**config.mk**
```make
export PLATFORM = sky130hd
export DESIGN_NAME = mcs_sequencer
export DESIGN_NICKNAME = d
export VERILOG_FILES = /design/src/verilog/mcs_pkg.sv /design/src/verilog/mcs_cycle_timer.sv /design/src/verilog/mcs_sequencer.sv
export VERILOG_INCLUDE_DIRS = /design/src /design/src/verilog
export SDC_FILE = /design/constraint.sdc
export NUM_CORES = 1
export LEC_CHECK = 0
export CAP_MARGIN = 10
export CORE_ASPECT_RATIO = 1.75
export CORE_UTILIZATION = 40
export CTS_CLUSTER_DIAMETER = 80
export DETAILED_ROUTE_END_ITERATION = 16
export DONT_BUFFER_PORTS = 1
export HOLD_SLACK_MARGIN = 0.03
export PLACE_DENSITY_LB_ADDON = 0.1
export SLEW_MARGIN = 20
export SYNTH_ARGS = -nofsm -noshare
export SYNTH_HDL_FRONTEND = slang
export SYNTH_SLANG_ARGS = --single-unit
```
**constraint.sdc**
```tcl
create_clock -name ref_clk_i -period 12.6 [get_ports ref_clk_i]
set_input_delay 2.52 -clock ref_clk_i [delete_from_list [all_inputs] [get_ports ref_clk_i]]
set_output_delay 2.52 -clock ref_clk_i [all_outputs]
set_load 0.005 [all_outputs]
```
**src/verilog/mcs_consts.svh**
```systemverilog
`ifndef MCS_CONSTS_SVH
`define MCS_CONSTS_SVH

// ----------------------------------------
// widths
// ----------------------------------------
`define MCS_ADDR_W 15
`define MCS_BIT_ADDR_W 12
`define MCS_BIT_HI_W 3
`define MCS_FIELD_W 16
`define MCS_STEP_W 4
`define MCS_REP_W 5

// ----------------------------------------
// counts and field positions
// ----------------------------------------
`define MCS_FULL_COUNT 5'h10
`define MCS_HALF_COUNT 5'h08
`define MCS_STORE_HALF_MAX 4'h8
`define MCS_WSREG_CNT_MSB 3
`define MCS_WSREG_CNT_LSB 0
`define MCS_BIT_HI_ZERO 3'h0
`define MCS_CNT_ZERO 4'h0

// ----------------------------------------
// reset values
// ----------------------------------------
`define MCS_STEP_RST 4'h0
`define MCS_REP_RST 5'h00
`define MCS_IDX_RST 4'h0
`define MCS_FIELD_RST 16'h0000
`define MCS_ADDR_RST 15'h0000

`endif

```
**src/verilog/mcs_pkg.sv**
```systemverilog
package mcs_pkg;

  // machine cycle kinds held in the sequence tables
  typedef enum logic [2:0] {
    MCS_OP_ALU,
    MCS_OP_RD,
    MCS_OP_WR,
    MCS_OP_BITO,
    MCS_OP_BITI,
    MCS_OP_ALUR,
    MCS_OP_END
  } mcs_op_t;

  // sequence phases of one instruction
  typedef enum logic [2:0] {
    MCS_PH_RST,
    MCS_PH_FETCH,
    MCS_PH_SRC,
    MCS_PH_DST,
    MCS_PH_EXEC
  } mcs_phase_t;

  // instruction classes delivered by the opcode decoder
  typedef enum logic [1:0] {
    MCS_CL_GENERIC,
    MCS_CL_SHIFT,
    MCS_CL_LOAD_BITS,
    MCS_CL_STORE_BITS
  } mcs_class_t;

  // cycle timer state
  typedef struct packed {
    logic second;
  } mcs_tmr_t;

  // sequencer state
  typedef struct packed {
    mcs_phase_t ph;
    logic [3:0] step;
    mcs_op_t kind;
    logic [4:0] rep;
    logic [3:0] idx;
    mcs_class_t cls;
    logic [3:0] cnt;
    logic [1:0] smode;
    logic [1:0] dmode;
    logic [14:0] addr;
    logic bout;
    logic [15:0] bitin;
  } mcs_seq_t;

endpackage

```
**src/verilog/mcs_cycle_timer.sv**
```systemverilog
`timescale 1ns/100ps
`default_nettype none

module mcs_cycle_timer
  import mcs_pkg::*;
(
  // clock and reset
  input wire logic ref_clk_i,
  input wire logic srst_i,
  // cycle control
  input wire logic wait_req_i,
  // cycle position
  output logic second_o,
  output logic last_o
);

  mcs_tmr_t s_q; // registered timer state
  mcs_tmr_t s_d; // next timer state

  // ----------------------------------------
  // next state
  // ----------------------------------------
  // first clock always moves on; second clock repeats while a wait is asked
  always_comb begin
    s_d = s_q;
    if (!s_q.second) begin
      s_d.second = 1'b1;
    end else if (!wait_req_i) begin
      s_d.second = 1'b0;
    end
  end

  // ----------------------------------------
  // state register
  // ----------------------------------------
  always_ff @(posedge ref_clk_i) begin
    if (srst_i) begin
      s_q <= '0;
    end else begin
      s_q <= s_d;
    end
  end

  // cycle ends at the second clock once no wait is asked
  assign second_o = s_q.second;
  assign last_o = s_q.second & ~wait_req_i;

endmodule

`default_nettype wire

```
**src/verilog/mcs_sequencer.sv**
```systemverilog
`timescale 1ns/100ps
`default_nettype none
`include "mcs_consts.svh"

module mcs_sequencer
  import mcs_pkg::*;
#(
  parameter int ADDR_W = `MCS_ADDR_W,
  parameter int BIT_ADDR_W = `MCS_BIT_ADDR_W
)(
  // clock and reset
  input wire logic ref_clk_i,
  input wire logic srst_i,
  // memory side
  input wire logic ready_i,
  input wire logic [ADDR_W-1:0] mem_addr_i,
  output logic mem_en_o,
  output logic mem_read_o,
  output logic mem_write_o,
  output logic opcode_fetch_indicator_o,
  output logic [ADDR_W-1:0] addr_o,
  // decoder side, taken at the end of the opcode fetch read
  input wire mcs_class_t dec_class_i,
  input wire logic [3:0] dec_count_i,
  input wire logic [1:0] dec_src_mode_i,
  input wire logic [1:0] dec_dst_mode_i,
  // datapath side
  input wire logic [`MCS_FIELD_W-1:0] workspace_register_zero_i,
  input wire logic [BIT_ADDR_W-1:0] bit_base_i,
  input wire logic [`MCS_FIELD_W-1:0] load_field_i,
  output logic [`MCS_FIELD_W-1:0] store_field_o,
  output logic alu_cycle_o,
  output logic instr_done_o,
  // bit_addressed_io_space side
  input wire logic bit_io_in_i,
  output logic bit_io_out_o,
  output logic bit_io_strobe_o
);

  // ----------------------------------------
  // elaboration check
  // ----------------------------------------
  // state keeps a fixed fifteen bit address and a twelve bit bit address
  if (ADDR_W != `MCS_ADDR_W || BIT_ADDR_W != `MCS_BIT_ADDR_W ||
      ADDR_W != BIT_ADDR_W + `MCS_BIT_HI_W) begin : g_bad_width
    $error("address widths must stay fifteen and twelve bits");
  end

  // ----------------------------------------
  // sequence tables
  // ----------------------------------------
  // derivation cycles of one addressing mode
  function automatic mcs_op_t mode_op(input logic [1:0] mode, input logic [3:0] s);
    mcs_op_t op;
    op = MCS_OP_END;
    unique case (mode)
      2'h0: op = MCS_OP_END; // register direct, no extra cycles
      2'h1: op = (s == 4'h0) ? MCS_OP_RD : (s == 4'h1) ? MCS_OP_ALU : MCS_OP_END;
      2'h2: op = (s == 4'h1) ? MCS_OP_RD : (s < 4'h3) ? MCS_OP_ALU : MCS_OP_END;
      2'h3: op = (s == 4'h0) ? MCS_OP_RD : (s == 4'h1) ? MCS_OP_ALU :
                 (s == 4'h2) ? MCS_OP_WR : MCS_OP_END;
    endcase
    return op;
  endfunction

  // cycle kind at a step of a phase
  function automatic mcs_op_t op_at(input mcs_phase_t ph, input mcs_class_t cls,
                                    input logic czero, input logic [1:0] sm,
                                    input logic [1:0] dm, input logic [3:0] s);
    mcs_op_t op;
    op = MCS_OP_END;
    unique case (ph)
      MCS_PH_RST: begin
        case (s)
          4'h2, 4'h9: op = MCS_OP_RD;
          4'h4, 4'h6, 4'h8: op = MCS_OP_WR;
          4'hB: op = MCS_OP_END;
          default: op = MCS_OP_ALU;
        endcase
      end
      MCS_PH_FETCH: begin
        op = (s == 4'h0) ? MCS_OP_RD : (s == 4'h1) ? MCS_OP_ALU : MCS_OP_END;
      end
      MCS_PH_SRC: begin
        op = (cls == MCS_CL_SHIFT) ? MCS_OP_END : mode_op(sm, s);
      end
      MCS_PH_DST: begin
        op = (cls == MCS_CL_GENERIC) ? mode_op(dm, s) : MCS_OP_END;
      end
      MCS_PH_EXEC: begin
        unique case (cls)
          MCS_CL_GENERIC: begin
            op = (s == 4'h0) ? MCS_OP_RD : (s == 4'h1) ? MCS_OP_ALU :
                 (s == 4'h2) ? MCS_OP_WR : MCS_OP_END;
          end
          MCS_CL_SHIFT: begin
            if (!czero) begin
              case (s)
                4'h0: op = MCS_OP_RD;
                4'h1: op = MCS_OP_ALU;
                4'h2: op = MCS_OP_ALUR;
                4'h3: op = MCS_OP_WR;
                4'h4: op = MCS_OP_ALU;
                default: op = MCS_OP_END;
              endcase
            end else begin
              case (s)
                4'h0, 4'h3: op = MCS_OP_RD;
                4'h6: op = MCS_OP_ALUR;
                4'h8: op = MCS_OP_END;
                default: op = (s > 4'h8) ? MCS_OP_END : MCS_OP_ALU;
              endcase
            end
          end
          MCS_CL_LOAD_BITS: begin
            case (s)
              4'h0, 4'h3: op = MCS_OP_RD;
              4'h5: op = MCS_OP_BITO;
              4'h7: op = MCS_OP_END;
              default: op = (s > 4'h7) ? MCS_OP_END : MCS_OP_ALU;
            endcase
          end
          MCS_CL_STORE_BITS: begin
            case (s)
              4'h0, 4'h3: op = MCS_OP_RD;
              4'h5: op = MCS_OP_BITI;
              4'hA: op = MCS_OP_WR;
              4'hB: op = MCS_OP_END;
              default: op = (s > 4'hB) ? MCS_OP_END : MCS_OP_ALU;
            endcase
          end
        endcase
      end
      default: op = MCS_OP_END;
    endcase
    return op;
  endfunction

  // phase that follows a finished one
  function automatic mcs_phase_t next_ph(input mcs_phase_t ph);
    mcs_phase_t n;
    n = MCS_PH_FETCH;
    unique case (ph)
      MCS_PH_FETCH: n = MCS_PH_SRC;
      MCS_PH_SRC: n = MCS_PH_DST;
      MCS_PH_DST: n = MCS_PH_EXEC;
      default: n = MCS_PH_FETCH;
    endcase
    return n;
  endfunction

  // number of repeated cycles for the repeat step of a class
  function automatic logic [4:0] rep_count(input mcs_class_t cls, input logic [3:0] c,
                                           input logic [3:0] wsreg);
    logic [4:0] n;
    n = `MCS_FULL_COUNT;
    unique case (cls)
      MCS_CL_LOAD_BITS: n = (c == `MCS_CNT_ZERO) ? `MCS_FULL_COUNT : {1'b0, c};
      MCS_CL_STORE_BITS: n = (c == `MCS_CNT_ZERO || c > `MCS_STORE_HALF_MAX) ?
                             `MCS_FULL_COUNT : `MCS_HALF_COUNT;
      MCS_CL_SHIFT: begin
        if (c != `MCS_CNT_ZERO) begin
          n = {1'b0, c};
        end else begin
          n = (wsreg == `MCS_CNT_ZERO) ? `MCS_FULL_COUNT : {1'b0, wsreg};
        end
      end
      default: n = `MCS_FULL_COUNT;
    endcase
    return n;
  endfunction

  // repeated cycle kinds
  function automatic logic is_rep(input mcs_op_t op);
    return op == MCS_OP_ALUR || op == MCS_OP_BITO || op == MCS_OP_BITI;
  endfunction

  // ----------------------------------------
  // state and cycle timer
  // ----------------------------------------
  mcs_seq_t s_q; // registered sequencer state
  mcs_seq_t s_d; // next sequencer state
  logic mem_cycle; // current cycle uses the memory bus
  logic second; // second clock of the cycle
  logic last; // final clock of the cycle
  logic [3:0] wsreg_cnt; // shift count nibble of workspace_register_zero

  assign mem_cycle = (s_q.kind == MCS_OP_RD) || (s_q.kind == MCS_OP_WR);
  assign wsreg_cnt = workspace_register_zero_i[`MCS_WSREG_CNT_MSB:`MCS_WSREG_CNT_LSB];

  // two clocks per cycle, memory cycles stretched by ready
  mcs_cycle_timer u_timer (
    .ref_clk_i (ref_clk_i),
    .srst_i (srst_i),
    .wait_req_i (mem_cycle & ~ready_i),
    .second_o (second),
    .last_o (last)
  );

  // ----------------------------------------
  // next state
  // ----------------------------------------
  always_comb begin
    mcs_op_t op;
    mcs_phase_t ph;
    logic [3:0] st;
    s_d = s_q;
    op = MCS_OP_END;
    ph = s_q.ph;
    st = s_q.step;
    if (last) begin
      // input bit captured at the end of the second clock
      if (s_q.kind == MCS_OP_BITI) begin
        s_d.bitin[s_q.idx] = bit_io_in_i;
      end
      // decoder fields taken when the opcode read completes
      if (s_q.ph == MCS_PH_FETCH && s_q.kind == MCS_OP_RD) begin
        s_d.cls = dec_class_i;
        s_d.cnt = dec_count_i;
        s_d.smode = dec_src_mode_i;
        s_d.dmode = dec_dst_mode_i;
      end
      if (is_rep(s_q.kind) && s_q.rep > 5'h01) begin
        // another cycle of the same repeated kind
        s_d.rep = s_q.rep - 5'h01;
        s_d.idx = s_q.idx + 4'h1;
        op = s_q.kind;
      end else begin
        // walk past finished and empty phases
        st = s_q.step + 4'h1;
        op = op_at(ph, s_d.cls, s_d.cnt == `MCS_CNT_ZERO, s_d.smode, s_d.dmode, st);
        for (int i = 0; i < 4; i++) begin
          if (op == MCS_OP_END) begin
            ph = next_ph(ph);
            st = `MCS_STEP_RST;
            op = op_at(ph, s_d.cls, s_d.cnt == `MCS_CNT_ZERO, s_d.smode, s_d.dmode, st);
          end
        end
        if (is_rep(op)) begin
          s_d.rep = rep_count(s_d.cls, s_d.cnt, wsreg_cnt);
          s_d.idx = `MCS_IDX_RST;
        end
      end
      s_d.ph = ph;
      s_d.step = st;
      s_d.kind = op;
      // address and output bit set up for the new cycle; ALU leaves them
      if (op == MCS_OP_RD || op == MCS_OP_WR) begin
        s_d.addr = mem_addr_i;
      end else if (op == MCS_OP_BITO || op == MCS_OP_BITI) begin
        s_d.addr = {`MCS_BIT_HI_ZERO, bit_base_i + {{(BIT_ADDR_W-4){1'b0}}, s_d.idx}};
        if (op == MCS_OP_BITO) begin
          s_d.bout = load_field_i[s_d.idx];
        end
      end
    end
  end

  // ----------------------------------------
  // state register
  // ----------------------------------------
  // reset restarts the context switch and drops any cycle in flight
  always_ff @(posedge ref_clk_i) begin
    if (srst_i) begin
      s_q.ph <= MCS_PH_RST;
      s_q.step <= `MCS_STEP_RST;
      s_q.kind <= MCS_OP_ALU;
      s_q.rep <= `MCS_REP_RST;
      s_q.idx <= `MCS_IDX_RST;
      s_q.cls <= MCS_CL_GENERIC;
      s_q.cnt <= `MCS_CNT_ZERO;
      s_q.smode <= 2'h0;
      s_q.dmode <= 2'h0;
      s_q.addr <= `MCS_ADDR_RST;
      s_q.bout <= 1'b0;
      s_q.bitin <= `MCS_FIELD_RST;
    end else begin
      s_q <= s_d;
    end
  end

  // ----------------------------------------
  // outputs
  // ----------------------------------------
  assign mem_en_o = mem_cycle;
  assign mem_read_o = s_q.kind == MCS_OP_RD;
  assign mem_write_o = (s_q.kind == MCS_OP_WR) & second;
  assign opcode_fetch_indicator_o = (s_q.ph == MCS_PH_FETCH) & (s_q.kind == MCS_OP_RD);
  assign addr_o = s_q.addr;
  assign bit_io_out_o = s_q.bout;
  assign bit_io_strobe_o = (s_q.kind == MCS_OP_BITO) & second;
  assign store_field_o = s_q.bitin;
  assign alu_cycle_o = (s_q.kind == MCS_OP_ALU) | (s_q.kind == MCS_OP_ALUR);
  assign instr_done_o = last & (s_q.ph == MCS_PH_EXEC) &
                        (op_at(MCS_PH_EXEC, s_q.cls, s_q.cnt == `MCS_CNT_ZERO, s_q.smode, s_q.dmode,
                               s_q.step + 4'h1) == MCS_OP_END) &
                        ~(is_rep(s_q.kind) && s_q.rep > 5'h01);

endmodule

`default_nettype wire

```
==> results.yml <==
power:
  swShare: 0.316
  switching_power_mw: 0.177
  p_leak_nw: 1.83
  clkPwrFrac: 0.421
  p_per_area_nw_per_um2: 101
  p_total_mw: 0.560
  intPower_mw: 0.383
  pwr-share-comb: 0.190
  pwr-share-seq: 0.389
  ir_worst_vdd_v: 0.0000700
timing:
  fin_crit_sh: 0.530
  finalSetupTns_ns: 0
  min_period_ns: 6.68
  relSlewSlack: 0.322
  rsz0062_at_grt: "false"
  fmax_mhz: 150
  worst_pin_slew_ns: 1.02
  hold_viol_final: 0
  setup_violations: 0
  slew_violations: 0
  skew_ns: 0.00867
die:
  coreArea_um2: 13500
  die-area_um2: 14300
  rows: 56
  initial_utilization: 0.411
  boundaryPins: 112
  dieHeight_um: 157
  fp.dieW_um: 90.9
hold_path:
  min_path_type: "flop to flop"
global_routing:
  grt_use_met1: 0.226
  grt_pass1_vias: 4994
  globalRoute.busiestLayer: "met2"
  antenna_found_initial: 0
  gr-usage-met3: 0.0304
  overflow: 0
  grt_usage: 0.234
  grtUsageMet2: 0.478
  grt_max_degree: 65
  grt_first_pass_wirelength_um: 26200
final_layout:
  final_common_cell: "nor2_1"
  num-nets-final: 764
  drive_above_1_share: 0.0941
  final_cell_mix: "74 x nor2_1, 66 x a21oi_1, 64 x nand2_1"
  diodes: 0
  syn2layout_area_growth_pct: 0.272
clock_network:
  clk_path_buf_depth: 2
  insertion_delay_ns: 0.33
  cts-root-buf: "clkbuf_16"
  cts.clk_slew.worst_paths_ns: 0.06
  numCtsBuffers: 9
  cts_resized: 0
  cts_tree: "built"
  cts_setup_buffers: 0
  holdBufCountCts: 0
  clock_sinks: 62
  htree_levels: 3
routing:
  vias: 5168
  drtIter0Drc: 189
  drtAntennaViolNets: 0
  avgRoutedWirePerCell_um: 19.5
  drc: 0
  drt_first_pass_iters: 4
  vias_per_cell: 6.05
  routed_wl_um: 16700
placement:
  gp_congestion: 0.964
  dpl.hpwl_um: 13000
  port_buffers: 0
yosys:
  postSynthCellCount: 747
  synth_edf_count: 0
  ys_async_sr_fraction: 0
  synth-seq-area-share: 0.225
  yosysWarnings: 0
  ys_seq_elements: 62
  ys_types: 89
  synth_top_cell_area_share: 0.225
  synthesis.nets: 836
  yosysTopAreaCell: "dfxtp_1"
  syn_avg_cell_area_um2: 7.40
  synth-main-ff-cell: "dfxtp_1"
  syn_area_um2: 5530
  yosys-top-cells-area: "dfxtp_1 22%, a21oi_1 6.0%, buf_4 5.0%, nor2_1 5.0%, nand2_1 4.3%"
critical_path:
  start_kind: "input pin"
  crit_family: "compound AO/OA/AOI/OAI gates"
  path_cells: "o21a_1 -> buf_4 -> nand2_1 -> a2111oi_0"
  cp_data_arrival_time_ns: 4.16
  crit_buf_inv: 1
  cp_slowest_cell: "a2111oi_0"
  crit_path_end_kind: "output port"
  worstSetupPathType: "input pin to output port"
  cp_data_required_time_ns: 10.08
  critPathMaxStageDelay_ns: 0.91
  path_max_fanout: 27
status:
  status: "finished clean"
run:
  drv_cap: 0
==> metal layers <==
metal | part of all wire | routed length [um]
met1 | 0.37 | 6110
met3 | 0.036 | 599
met4 | 0.032 | 541
met5 | 0 | 0
met2 | 0.57 | 9440
==> cell families after synthesis <==
family,after synthesis,share of synthesized area
compound gates,239,0.311
flops,62,0.225
simple gates,281,0.256
buf+inv,117,0.115
mux,16,0.0301
xor+xnor,16,0.0254
fa+ha+maj,16,0.0376
==> power groups by stage <==
stage               combinational [mW]  sequential [mW]  clock [mW]
CTS                              0.107            0.217       0.242
global route                     0.118            0.219       0.252
detailed placement               0.106            0.222           0
finish                           0.106            0.218       0.236
floorplan                       0.0993            0.213           0
global placement                 0.105            0.221           0
==> worst register-to-register path: stages (launching register included) <==
cell and delay, ns:
dfxtp_1 0.54, ha_1 0.64, nand2_1 0.23, o32ai_1 0.86, a211oi_1 0.14, a211oi_2 0.35, o211ai_2 0.23, nor2_4 0.26
nor3_2 0.13, o31a_1 0.37, inv_1 0.19, ha_1 0.20, inv_1 0.06, fa_1 0.40, nor2b_1 0.13, o21ai_0 0.09
nand2b_1 0.11, and3_1 0.23, nand3_1 0.11, xnor2_1 0.13, a22oi_1 0.24, a211oi_2 0.11
==> state kept, by name, summed over array words and instances, names as in the netlist <==
signal            cells
addr_o               15
u_timer.second_o      1
store_field_o        16
s_q                  29
bit_io_out_o          1
==> metrics by stage <==
step / setup WS (ns) / util / hold slack [ns] / cell area [um^2] / instances
2_1_floorplan: 6.53 / - / 0.437 / 5530 / 747
3_3_place_gp: 5.74 / 0.391 / 0.463 / 5260 / 838
3_5_place_dp: 5.65 / 0.391 / 0.463 / 5260 / 838
4_1_cts: 5.88 / 0.412 / 0.472 / 5540 / 854
5_1_grt: 5.69 / 0.412 / 0.496 / 5540 / 854
6_report: 5.92 / 0.412 / 0.469 / 5540 / 854
==> cell usage after synthesis (8+ instances only) <==
cell / n
buf_4: 37
nor2_1: 74
o21ai_0: 38
xnor2_1: 10
buf_2: 8
ha_1: 15
clkbuf_1: 33
a211oi_2: 12
or3_1: 8
a22oi_1: 16
inv_1: 27
nand3_1: 33
nand2_1: 64
a31oi_1: 11
and2_1: 11
mux2i_1: 14
nor3_1: 25
a211oi_1: 18
nand2b_1: 9
dfxtp_1: 62
a21oi_1: 66
==> worst paths after layout <==
kind / to / slack, ns / start / cells past startpoint
setup / recovery: instr_done_o / 5.92 / ready_i / 4
hold / removal: store_field_o[6]$_SDFFE_PP0P_ / 0.47 / store_field_o[6]$_SDFFE_PP0P_ / 2
setup reg to reg: addr_o[8]$_SDFFE_PP0P_ / 6.70 / s_q[54]$_SDFFE_PP0P_ / 21
hold reg to reg: store_field_o[6]$_SDFFE_PP0P_ / 0.47 / store_field_o[6]$_SDFFE_PP0P_ / 2
==> layout make-up <==
class,instances,area (um^2)
clock inverters,6,46.3
multi-input cells,568,3650
inverters,31,124
fillers,1424,7910
repair buffers,3,22.5
flip-flops and latches,62,1240
well taps,174,218
clock buffers,10,239
Power figures use the tool's default switching activity.
